--- src/bil_defines.svh ---
`ifndef BIL_DEFINES_SVH
`define BIL_DEFINES_SVH
// ****************************************
// Framing characters and packet layout
// ****************************************
`define BIL_SOH       8'h01
`define BIL_EOT       8'h04
`define BIL_ACK       8'h06
`define BIL_NAK       8'h15
`define BIL_PKT_BYTES 6'h2A
`define BIL_LEN_DATA  8'h20
`define BIL_IDX_LEN   6'h01
`define BIL_IDX_ADDR0 6'h02
`define BIL_IDX_ADDR3 6'h05
`define BIL_IDX_DATA0 6'h08
`define BIL_IDX_DATA31 6'h27
`define BIL_REC_SHIFT 5
// ****************************************
// Bit rate codes
// ****************************************
`define BIL_RATE_BASE 2'h0
`define BIL_RATE_MED  2'h1
`define BIL_RATE_HIGH 2'h2
// ****************************************
// Timing
// ****************************************
`define BIL_CLK_KHZ     100000
`define BIL_DELAY_MS    100
`define BIL_DELAY_CYC   (`BIL_DELAY_MS * `BIL_CLK_KHZ)
`define BIL_TMO_US      10000
`define BIL_TMO_CYC     (`BIL_TMO_US * (`BIL_CLK_KHZ / 1000))
`endif

--- src/bil_pkg.sv ---
package bil_pkg;
    typedef enum logic [3:0] {
        BIL_IDLE  = 4'h0,
        BIL_STS   = 4'h1,
        BIL_DLY1  = 4'h2,
        BIL_HUNT  = 4'h3,
        BIL_COLL  = 4'h4,
        BIL_CHECK = 4'h5,
        BIL_WRITE = 4'h6,
        BIL_POLL  = 4'h7,
        BIL_REPLY = 4'h8,
        BIL_DRAIN = 4'h9,
        BIL_DLY2  = 4'hA,
        BIL_FIN   = 4'hB
    } bil_state_t;

    typedef struct packed {
        bil_state_t   st;
        logic [5:0]   cnt;
        logic [7:0]   len;
        logic [31:0]  addr;
        logic [255:0] payload;
        logic [23:0]  timer;
        logic         ending;
        logic         dest_flash;
        logic [1:0]   rate;
        logic         binary;
        logic         tx_valid;
        logic [7:0]   tx_data;
        logic         sts_lower;
        logic         sts_upper;
        logic         prompt;
        logic         mem_wr;
        logic [31:0]  mem_addr;
        logic [26:0]  mem_rec;
        logic [31:0]  next_free;
    } bil_regs_t;
endpackage : bil_pkg

--- src/bil_loader.sv ---
`timescale 1ns/1ps
`default_nettype none
`include "bil_defines.svh"
module bil_loader import bil_pkg::*; #(
    parameter logic [23:0] DELAY_CYC = 24'(`BIL_DELAY_CYC),
    parameter logic [23:0] TMO_CYC   = 24'(`BIL_TMO_CYC)
) (
    input  wire logic         core_clk,
    input  wire logic         nrst,
    input  wire logic         cmd_valid,
    input  wire logic         cmd_fast,
    input  wire logic         cmd_dest_valid,
    input  wire logic         cmd_dest_flash,
    input  wire logic         line_done,
    input  wire logic         rx_valid,
    input  wire logic [7:0]   rx_data,
    input  wire logic         tx_ready,
    input  wire logic         tx_empty,
    input  wire logic         mem_busy,
    output logic              tx_valid,
    output logic      [7:0]   tx_data,
    output logic      [1:0]   rate_sel,
    output logic              binary_mode,
    output logic              sts_lower,
    output logic              sts_upper,
    output logic              ready_prompt,
    output logic              mem_wr,
    output logic              mem_sel_flash,
    output logic      [31:0]  mem_addr,
    output logic      [26:0]  mem_rec,
    output logic      [255:0] mem_data
);
    bil_regs_t  r;
    bil_regs_t  next_r;
    logic [7:0] sum;
    logic       sum_add;
    logic       sum_clr;

    // ****************************************
    // Packet sum
    // ****************************************
    // The SOH restarts the sum, so stray bytes before it never count.
    assign sum_clr = (r.st == BIL_HUNT);
    assign sum_add = rx_valid && ((r.st == BIL_COLL) ||
                     (r.st == BIL_HUNT && rx_data == `BIL_SOH));

    bil_sum u_sum (
        .core_clk (core_clk),
        .nrst     (nrst),
        .clr      (sum_clr),
        .add      (sum_add),
        .data     (rx_data),
        .sum      (sum)
    );

    // ****************************************
    // Loader sequence
    // ****************************************
    // One pass per cycle; pulses default low and are raised for a single cycle.
    always_comb begin
        next_r           = r;
        next_r.sts_lower = 1'b0;
        next_r.sts_upper = 1'b0;
        next_r.prompt    = 1'b0;
        next_r.mem_wr    = 1'b0;
        if (r.timer != 24'h0) begin
            next_r.timer = r.timer - 24'h1;
        end
        unique case (r.st)
            BIL_IDLE: begin
                if (cmd_valid && cmd_dest_valid) begin
                    next_r.dest_flash = cmd_dest_flash;
                    next_r.binary     = 1'b1;
                    next_r.sts_lower  = 1'b1;
                    next_r.st         = BIL_STS;
                end else if (cmd_valid) begin
                    next_r.rate = cmd_fast ? `BIL_RATE_HIGH : `BIL_RATE_MED;
                end
            end
            BIL_STS: begin
                // The status line leaves at the old rate before the switch.
                if (line_done) begin
                    next_r.rate  = cmd_fast_q(r.rate, cmd_fast);
                    next_r.timer = DELAY_CYC;
                    next_r.st    = BIL_DLY1;
                end
            end
            BIL_DLY1: begin
                if (r.timer == 24'h0) begin
                    next_r.tx_valid = 1'b1;
                    next_r.tx_data  = `BIL_ACK;
                    next_r.st       = BIL_REPLY;
                end
            end
            BIL_HUNT: begin
                if (rx_valid && rx_data == `BIL_SOH) begin
                    next_r.cnt = 6'h01;
                    next_r.st  = BIL_COLL;
                end
            end
            BIL_COLL: begin
                if (rx_valid) begin
                    if (r.cnt == `BIL_IDX_LEN) begin
                        next_r.len = rx_data;
                    end
                    if (r.cnt >= `BIL_IDX_ADDR0 && r.cnt <= `BIL_IDX_ADDR3) begin
                        next_r.addr = {r.addr[23:0], rx_data};
                    end
                    if (r.cnt >= `BIL_IDX_DATA0 && r.cnt <= `BIL_IDX_DATA31) begin
                        next_r.payload = {r.payload[247:0], rx_data};
                    end
                    next_r.cnt = r.cnt + 6'h01;
                    if (r.cnt == `BIL_PKT_BYTES - 6'h01) begin
                        next_r.st = BIL_CHECK;
                    end
                end
            end
            BIL_CHECK: begin
                next_r.ending = 1'b0;
                if (sum != 8'h00 ||
                    (r.len != 8'h00 && r.len != `BIL_LEN_DATA)) begin
                    next_r.tx_valid = 1'b1;
                    next_r.tx_data  = `BIL_NAK;
                    next_r.st       = BIL_REPLY;
                end else if (r.len == 8'h00) begin
                    next_r.ending = 1'b1;
                    if (!r.dest_flash) begin
                        // End marker lands right after the last record written.
                        next_r.addr    = r.next_free;
                        next_r.payload = '0;
                        next_r.st      = BIL_WRITE;
                    end else begin
                        next_r.tx_valid = 1'b1;
                        next_r.tx_data  = `BIL_ACK;
                        next_r.st       = BIL_REPLY;
                    end
                end else begin
                    next_r.st = BIL_WRITE;
                end
            end
            BIL_WRITE: begin
                next_r.mem_wr    = 1'b1;
                next_r.mem_addr  = r.addr;
                next_r.mem_rec   = r.addr[31:`BIL_REC_SHIFT];
                next_r.next_free = r.addr + 32'(`BIL_LEN_DATA);
                next_r.timer     = TMO_CYC;
                next_r.st        = BIL_POLL;
            end
            BIL_POLL: begin
                // The first cycle is skipped so busy has time to rise.
                if (r.timer != TMO_CYC && !mem_busy) begin
                    next_r.tx_valid = 1'b1;
                    next_r.tx_data  = `BIL_ACK;
                    next_r.st       = BIL_REPLY;
                end else if (r.timer == 24'h0) begin
                    next_r.tx_valid = 1'b1;
                    next_r.tx_data  = `BIL_NAK;
                    next_r.ending   = 1'b0;
                    next_r.st       = BIL_REPLY;
                end
            end
            BIL_REPLY: begin
                if (tx_ready) begin
                    next_r.tx_valid = 1'b0;
                    next_r.st = (r.ending && r.tx_data == `BIL_ACK) ? BIL_DRAIN : BIL_HUNT;
                end
            end
            BIL_DRAIN: begin
                if (tx_empty) begin
                    next_r.rate  = `BIL_RATE_BASE;
                    next_r.timer = DELAY_CYC;
                    next_r.st    = BIL_DLY2;
                end
            end
            BIL_DLY2: begin
                if (r.timer == 24'h0) begin
                    next_r.sts_upper = 1'b1;
                    next_r.st        = BIL_FIN;
                end
            end
            BIL_FIN: begin
                if (line_done) begin
                    next_r.prompt = 1'b1;
                    next_r.binary = 1'b0;
                    next_r.ending = 1'b0;
                    next_r.st     = BIL_IDLE;
                end
            end
            default: begin
                next_r.st = BIL_IDLE;
            end
        endcase
    end

    // Rate selected by the command that opened the load.
    function automatic logic [1:0] cmd_fast_q(input logic [1:0] cur, input logic fast);
        cmd_fast_q = fast ? `BIL_RATE_HIGH : `BIL_RATE_MED;
        if (cur == 2'h3) begin
            cmd_fast_q = `BIL_RATE_BASE;
        end
    endfunction : cmd_fast_q

    // State register; a reset also recovers a stuck load.
    always_ff @(posedge core_clk or negedge nrst) begin
        if (!nrst) begin
            r <= '0;
        end else begin
            r <= next_r;
        end
    end

    assign tx_valid      = r.tx_valid;
    assign tx_data       = r.tx_data;
    assign rate_sel      = r.rate;
    assign binary_mode   = r.binary;
    assign sts_lower     = r.sts_lower;
    assign sts_upper     = r.sts_upper;
    assign ready_prompt  = r.prompt;
    assign mem_wr        = r.mem_wr;
    assign mem_sel_flash = r.dest_flash;
    assign mem_addr      = r.mem_addr;
    assign mem_rec       = r.mem_rec;
    assign mem_data      = r.payload;
endmodule : bil_loader
`default_nettype wire

--- src/bil_sum.sv ---
`timescale 1ns/1ps
`default_nettype none
// ****************************************
// Running modulo-256 packet sum
// ****************************************
module bil_sum (
    input  wire logic       core_clk,
    input  wire logic       nrst,
    input  wire logic       clr,
    input  wire logic       add,
    input  wire logic [7:0] data,
    output logic      [7:0] sum
);
    typedef struct packed {
        logic [7:0] acc;
    } bil_sum_t;
    bil_sum_t r;
    bil_sum_t next_r;

    // Carries out of bit 7 fall off; a clear with add restarts on this byte.
    always_comb begin
        next_r = r;
        if (add) begin
            next_r.acc = (clr ? 8'h00 : r.acc) + data;
        end
    end

    // State register.
    always_ff @(posedge core_clk or negedge nrst) begin
        if (!nrst) begin
            r <= '0;
        end else begin
            r <= next_r;
        end
    end

    assign sum = r.acc;
endmodule : bil_sum
`default_nettype wire

--- config.mk ---
export PLATFORM = sky130hd
export DESIGN_NAME = bil_loader
export DESIGN_NICKNAME = d
export VERILOG_FILES = /design/src/bil_pkg.sv /design/src/bil_loader.sv /design/src/bil_sum.sv
export VERILOG_INCLUDE_DIRS = /design/src /design/src/src
export SDC_FILE = /design/constraint.sdc
export NUM_CORES = 1
export LEC_CHECK = 0
export BUFFER_PORTS_ARGS = -buffer_cell sky130_fd_sc_hd__buf_2
export CAP_MARGIN = 20
export CORE_AREA = 5 5 232 234
export CTS_CLUSTER_SIZE = 12
export DETAILED_ROUTE_END_ITERATION = 10
export DIE_AREA = 0 0 237 239
export HOLD_SLACK_MARGIN = 0.08
export PLACE_DENSITY = 0.69
export SETUP_SLACK_MARGIN = 0.15
export SLEW_MARGIN = 20
export SYNTH_ARGS = -nofsm -noshare
export SYNTH_HDL_FRONTEND = slang
export SYNTH_SLANG_ARGS = --single-unit
export TNS_END_PERCENT = 5
--- constraint.sdc ---
create_clock -name core_clk -period 5.4 [get_ports core_clk]
set_clock_uncertainty 0.2 [all_clocks]
set_input_delay 0.27 -clock core_clk [delete_from_list [all_inputs] [get_ports core_clk]]
set_output_delay 0.27 -clock core_clk [all_outputs]
set_load 0.05 [all_outputs]
=== Yosys cells after proc, flatten, opt, wreduce, memory -nomap -nowiden ===
Index checks and enable logic that the tools add are counted.
Widths: inputs -> output; s select.

* Register bits after elaboration: 447
* Input port bits: 19
* Output and inout bits: 332
* Word-level logic and storage cells: 164

* $add $sub $neg: 4
* Order comparisons: 4
* Equal/unequal tests: 40
* Muxes and demuxes: 60
* Reductions and logical operators: 36

{| class="wikitable"
|+ Operator list
! cell !! number
|-
| $mux 288 || 3
|-
| $pmux 288 s2 || 1
|-
| $mux 306 || 1
|-
| $mux 256 || 1
|-
| $mux 92 || 1
|-
| $mux 24 || 3
|-
| $pmux 24 s3 || 1
|-
| $mux 9 || 6
|-
| $mux 4 || 13
|-
| $pmux 4 s12 || 1
|-
| $add 32x6->32 const B || 1
|-
| $mux 32 || 1
|-
| $ne 2x2->1 const B || 16
|-
| $logic_not 24->1 || 1
|-
| $ne 24x20->1 const B || 1
|-
| $pmux 8 s3 || 1
|-
| $reduce_bool 24->1 || 1
|-
| $sub 24x1->24 const B || 1
|-
| $reduce_and 6->1 || 3
|-
| $eq 4x3->1 const B || 4
|-
| $eq 4x4->1 const B || 4
|-
| $mux 8 || 2
|-
| $reduce_bool 8->1 || 2
|-
| $mux 1 || 13
|-
| other kinds (36) || 62
|}

=== Longest topological paths before layout ===
* Depth after elaboration: 5
* Depth in mapped cells: 14
* Mapped depth without buffers: 12

=== Cells and area by module ===
From an unflattened synthesis, not the netlist that was laid out.

* Cells, all modules: 2252
* Area, all modules: 21634.5 um^2

{| class="wikitable"
|+ By module, submodules not included
! module !! times used !! cells each !! area each (um^2) !! seq. area each (um^2)
|-
| bil_loader || 1 || 2192 || 20992.6 || 10059.6
|-
| bil_sum || 1 || 60 || 641.9 || 200.2
|}

=== Worst setup path before layout ===
Ideal clock, no wire load.

* Path type: flip-flop to flip-flop
* Start point: register r[435] (netlist bit)
* End point: register u_sum.r (netlist bit u_sum.sum[6])
* Setup time: 0.096 ns
* Data arrival time: 2.562 ns
* Required time: 5.104 ns
* Setup slack: 2.542 ns
* Stages on the path, launching flop included: 15
* Buffers on the path: 3
* Clock period less this slack: 2.858 ns
* Cell sequence: dfrtp_1 > clkbuf_2 > clkbuf_1 > nand3_1 > clkbuf_1 > and2_1 > ha_1 > inv_1 > fa_1 > nor2b_1 > o21ai_0 > a21boi_0 > o21ai_0 > nor3b_1 > o31ai_1

* Cells in the longest elaborated chain, start to end: 4
* Elaborated cells on any way between the ends: 7
* Those cells by class: add/sub: 1; eq/ne: 2; mux: 1; reduce/logical: 3

{| class="wikitable"
|+ Ends and longest elaborated chain
! what !! RTL line !! text
|-
| start: declaration || bil_loader.sv:33 || <nowiki>bil_regs_t r;</nowiki>
|-
| start signal: assignment || bil_loader.sv:208 || <nowiki>r <= next_r;</nowiki>
|-
| branches (longest 4 deep; another with $add 8x8->8) || -- ||
|-
| end signal: assignment || bil_sum.sv:33 || <nowiki>r <= next_r;</nowiki>
|-
| end: declaration || bil_sum.sv:17 || <nowiki>bil_sum_t r;</nowiki>
|}

Parallel ways; which one is timed is not known.
A chain may end at the register's enable or synchronous reset.

=== Worst setup path after layout ===
* Start point: register r[437] (netlist bit)
* End point: register r (netlist bit mem_data[106])

* Cells in the longest elaborated chain, start to end: 3
* Elaborated cells on any way between the ends: 10
* Those cells by class: eq/ne: 7; mux: 1; reduce/logical: 2

{| class="wikitable"
|+ Ends and longest elaborated chain
! what !! RTL line !! text
|-
| $eq 4x3->1 || bil_loader.sv:69 || <nowiki>unique case (r.st)</nowiki>
|-
| $ne 2x1->1 (no line), or another cell as far along || -- ||
|-
| $reduce_and 6->1 (no line) || -- ||
|}

Several ways; a longest one is shown, not always the timed one.

==> summary.log <==
INFO  floorplanning  placeableCoreArea=0.0518mm^2
INFO  timing         slew_headroom=36.6%
INFO  placement      place.detailed.hpwl=33,800um
INFO  detailed_routing postRouteWirelength=49,600um
INFO  detailed_routing remaining_drc_errors=0
INFO  critical_path  timing.critical_path.arrival=3.97ns
INFO  logic_synthesis synth_area=0.0203mm^2
INFO  clock_network  clock_pin_slew_on_the_worst_setup_and_hold_paths=0.06ns
INFO  critical_path  cp-start-kind=register
INFO  clock_network  ctsLongestPathBuffers=3
INFO  logic_synthesis synth_edf_count=0
INFO  placement      placement.cell_area=0.0201mm^2
INFO  grt            first_global_vias=14,200
INFO  grt            groute.usage.overall=16.7%
INFO  timing         slew_viol_final=0
INFO  detailed_routing first_iter_violations=1,232
INFO  critical_path  worst-endpoint-required=5.63ns
INFO  grt            initial_antenna_violation_count=2
INFO  logic_synthesis ys.warnings.count=0
INFO  timing         finalSetupTns=0ns
INFO  power_and_ir_drop power.density_cell_area=464mW/mm^2
INFO  logic_synthesis number_of_storage_elements_in_the_synthesis_netlist=410
INFO  logic_synthesis synth-async-reset-ratio=100%
INFO  power_and_ir_drop power_leakage=0.0104uW
INFO  finish         post-route-cell-area=0.0218mm^2
INFO  timing         finalWorstPathRequiredPeriod=3.74ns
INFO  clock_network  postCtsResizedCells=0
INFO  grt            grt_pass1_wl=78,300um
INFO  floorplanning  initial_utilization=39.2%
INFO  detailed_routing viasPerCell=4.95
INFO  finish         drive_gt1_share=20.1%
INFO  timing         unrepaired_setup_endpoints_after_global_routing=false
INFO  floorplanning  floorplan.die.height=239um
INFO  logic_synthesis synth_area_leaders=sky130_fd_sc_hd__dfrtp_1 (51%), sky130_fd_sc_hd__nand2_1 (13%), sky130_fd_sc_hd__buf_4 (12%)
INFO  timing         timing_worst_slew_pin_value=0.951ns
INFO  status         status=finished clean
INFO  finish         nFillCells=4,981
INFO  timing         setup-violations-final=0
INFO  floorplanning  design.portCount=351
INFO  detailed_routing route.vias.total=14,900
INFO  logic_synthesis synth_cell_types=72
INFO  detailed_routing first_pass_iters=5
INFO  logic_synthesis syn-mean-instance-area=8.83um^2
INFO  floorplanning  dieArea=0.0566mm^2
INFO  logic_synthesis synthesis.instances=2,299
INFO  clock_network  clock-sinks=410
INFO  logic_synthesis yosysTopAreaCell=sky130_fd_sc_hd__dfrtp_1
INFO  timing         finalCritPeriodShare=69.2%
INFO  clock_network  h-tree-depth=2
INFO  critical_path  timing.reg2reg.worst_path_depth=6
INFO  finish         register_area=0.0103mm^2
INFO  floorplanning  chipWidth=237um
INFO  finish         finish.net_count=2,312
INFO  detailed_routing detail_route.wl_per_cell=16.5um
INFO  logic_synthesis synth.top_cells.by_count=sky130_fd_sc_hd__nand2_1 (704), sky130_fd_sc_hd__dfrtp_1 (410), sky130_fd_sc_hd__buf_4 (327), sky130_fd_sc_hd__o21ai_0 (314), sky130_fd_sc_hd__clkbuf_1 (96)
INFO  power_and_ir_drop peakVddDrop=0.379mV
INFO  clock_network  cts_root_buffer=sky130_fd_sc_hd__clkbuf_16
INFO  clock_network  clock_latency_on_the_worst_skew_pair=0.57ns
INFO  logic_synthesis seq_area_frac_synth=50.6%
INFO  logic_synthesis yosysMostFrequentCell=sky130_fd_sc_hd__nand2_1
INFO  min_path       hold_path_class=in2async
INFO  finish         syn2layout_area_growth=7.60%
INFO  finish         multiInputGateArea=0.00694mm^2
INFO  grt            pin_count_of_the_biggest_net_entering_global_routing=261
INFO  floorplanning  core.rowCount=84
INFO  detailed_routing detail-route-antenna-nets=0
INFO  timing         max_freq=268MHz
INFO  critical_path  end_kind=register
INFO  timing         finalHoldViolCount=0
INFO  clock_network  clock_buffers_created_by_tritoncts=47
INFO  critical_path  critical_path.max_fanout=260
INFO  placement      routabilityCongestion=0.900
INFO  flow_run       cap_violations=0
INFO  placement      count_of_port_buffers_added_during_placement=346
INFO  logic_synthesis area_share_of_the_largest_cell_type_after_synthesis=50.6%
INFO  grt            globalRoute.totalOverflow=0
INFO  clock_network  cts_tree=done
INFO  logic_synthesis synth_ff_type=sky130_fd_sc_hd__dfrtp_1
INFO  critical_path  path_class=reg2reg
[cell type report]
cell class / count / area share [%]
tap: 688 / 3.94
timing repair buffer: 382 / 9.74
antenna: 2 / 0.0229
clock buffer: 65 / 6.02
sequential: 410 / 47.0
clock inverter: 19 / 1.05
inverter: 25 / 0.430
multi-input combinational: 1412 / 31.8
[registers in the layout (all words and copies together) (netlist names)]
register and count:
mem_sel_flash 1, u_sum.sum 8, ready_prompt 1, mem_data 256, tx_data 3, mem_wr 1, rate_sel 2, sts_lower 1
tx_valid 1, mem_addr 32, binary_mode 1, r 102, sts_upper 1
[logic make-up after synthesis]
logic type                 synth area share [%]
adders and majority gates                 0.962
buffers and inverters                      15.4
DFF                                        50.6
muxes                                     0.777
xor gates and xnor gates                   2.12
AOI/OAI and AO/OA                          11.7
other                                    0.0185
and+or+nand+nor                            18.4
[per-layer routing]
layer  part of all wire, %  vias up  global-route usage (%)
met5                     0        -                       0
met4                   2.3        0                    4.43
met3                   6.9       73                    3.90
met2                    49      445                    27.8
met1                    42     7192                    22.2
li1                      -     7163                       -
[power breakdown]
part           switching [uW]  internal (uW)  total (uW)
Combinational            2040            803        2840
Clock                    1310           1860        3170
Sequential                546           3570        4110
[critical path, stage by stage (launching register included)]
cell and delay [ns]:
sky130_fd_sc_hd__dfrtp_1 0.61, sky130_fd_sc_hd__nor2b_1 0.55, sky130_fd_sc_hd__nand2_1 0.33, sky130_fd_sc_hd__o22ai_4 0.42, sky130_fd_sc_hd__buf_12 0.60, sky130_fd_sc_hd__buf_4 0.54, sky130_fd_sc_hd__o21ai_0 0.17
[stage by stage]
step,hold slack [ns],utilization [%],power [uW],setup slack (ns),std cells
4_1_cts,0.0910,42.1,10200,1.70,3001
3_3_place_gp,0.118,38.7,6890,1.89,2896
2_1_floorplan,-0.226,-,6510,2.54,2302
3_5_place_dp,0.127,38.7,6980,1.70,2896
5_1_grt,0.134,42.1,10700,1.33,3003
6_report,0.0852,42.1,10100,1.66,3003
[timing repair]
item | CTS | global route
hold endpoints to repair | 126 | 0
endpoints found under the setup margin | 0 | 0
buffers inserted | 0 | 0
hold buffers | 21 | 0
[cells in the final DEF (no fill, tap or decap), types with 5 or more instances in the layout]
cell type	n
sky130_fd_sc_hd__dfrtp_1	410
sky130_fd_sc_hd__nor3_1	18
sky130_fd_sc_hd__xor2_1	34
sky130_fd_sc_hd__clkbuf_8	7
sky130_fd_sc_hd__buf_4	10
sky130_fd_sc_hd__xnor2_1	15
sky130_fd_sc_hd__inv_1	25
sky130_fd_sc_hd__nor4_1	8
sky130_fd_sc_hd__a22oi_1	8
sky130_fd_sc_hd__mux2_2	10
sky130_fd_sc_hd__nand3_1	27
sky130_fd_sc_hd__and2_1	8
sky130_fd_sc_hd__dlygate4sd3_1	21
sky130_fd_sc_hd__o21ai_1	34
sky130_fd_sc_hd__buf_12	5
sky130_fd_sc_hd__clkbuf_1	11
sky130_fd_sc_hd__clkbuf_16	47
sky130_fd_sc_hd__o31ai_1	6
sky130_fd_sc_hd__ha_1	14
sky130_fd_sc_hd__nor2_1	46
sky130_fd_sc_hd__nand4_1	13
sky130_fd_sc_hd__nand2_1	703
sky130_fd_sc_hd__buf_2	345
sky130_fd_sc_hd__and3_1	30
sky130_fd_sc_hd__o21ai_0	314
sky130_fd_sc_hd__a211oi_1	5
sky130_fd_sc_hd__a21oi_1	38
sky130_fd_sc_hd__nor2b_1	5
sky130_fd_sc_hd__clkinv_2	7
[final timing paths]
check	startpoint	slack, ns	to
worst min-delay path	nrst	0.09	mem_addr[17]$_DFFE_PN0P_
worst min register to register	r[6]$_DFFE_PN0P_	0.28	r[6]$_DFFE_PN0P_
max in group asynchronous	nrst	3.59	mem_data[204]$_DFFE_PN0P_
worst max-delay path	r[437]$_DFFE_PN0P_	1.66	mem_data[106]$_DFFE_PN0P_
worst max register to register	r[437]$_DFFE_PN0P_	1.66	mem_data[106]$_DFFE_PN0P_
min in group core_clk	mem_busy	0.20	r[435]$_DFFE_PN0P_
No activity file was read; power rests on OpenSTA's default activity.
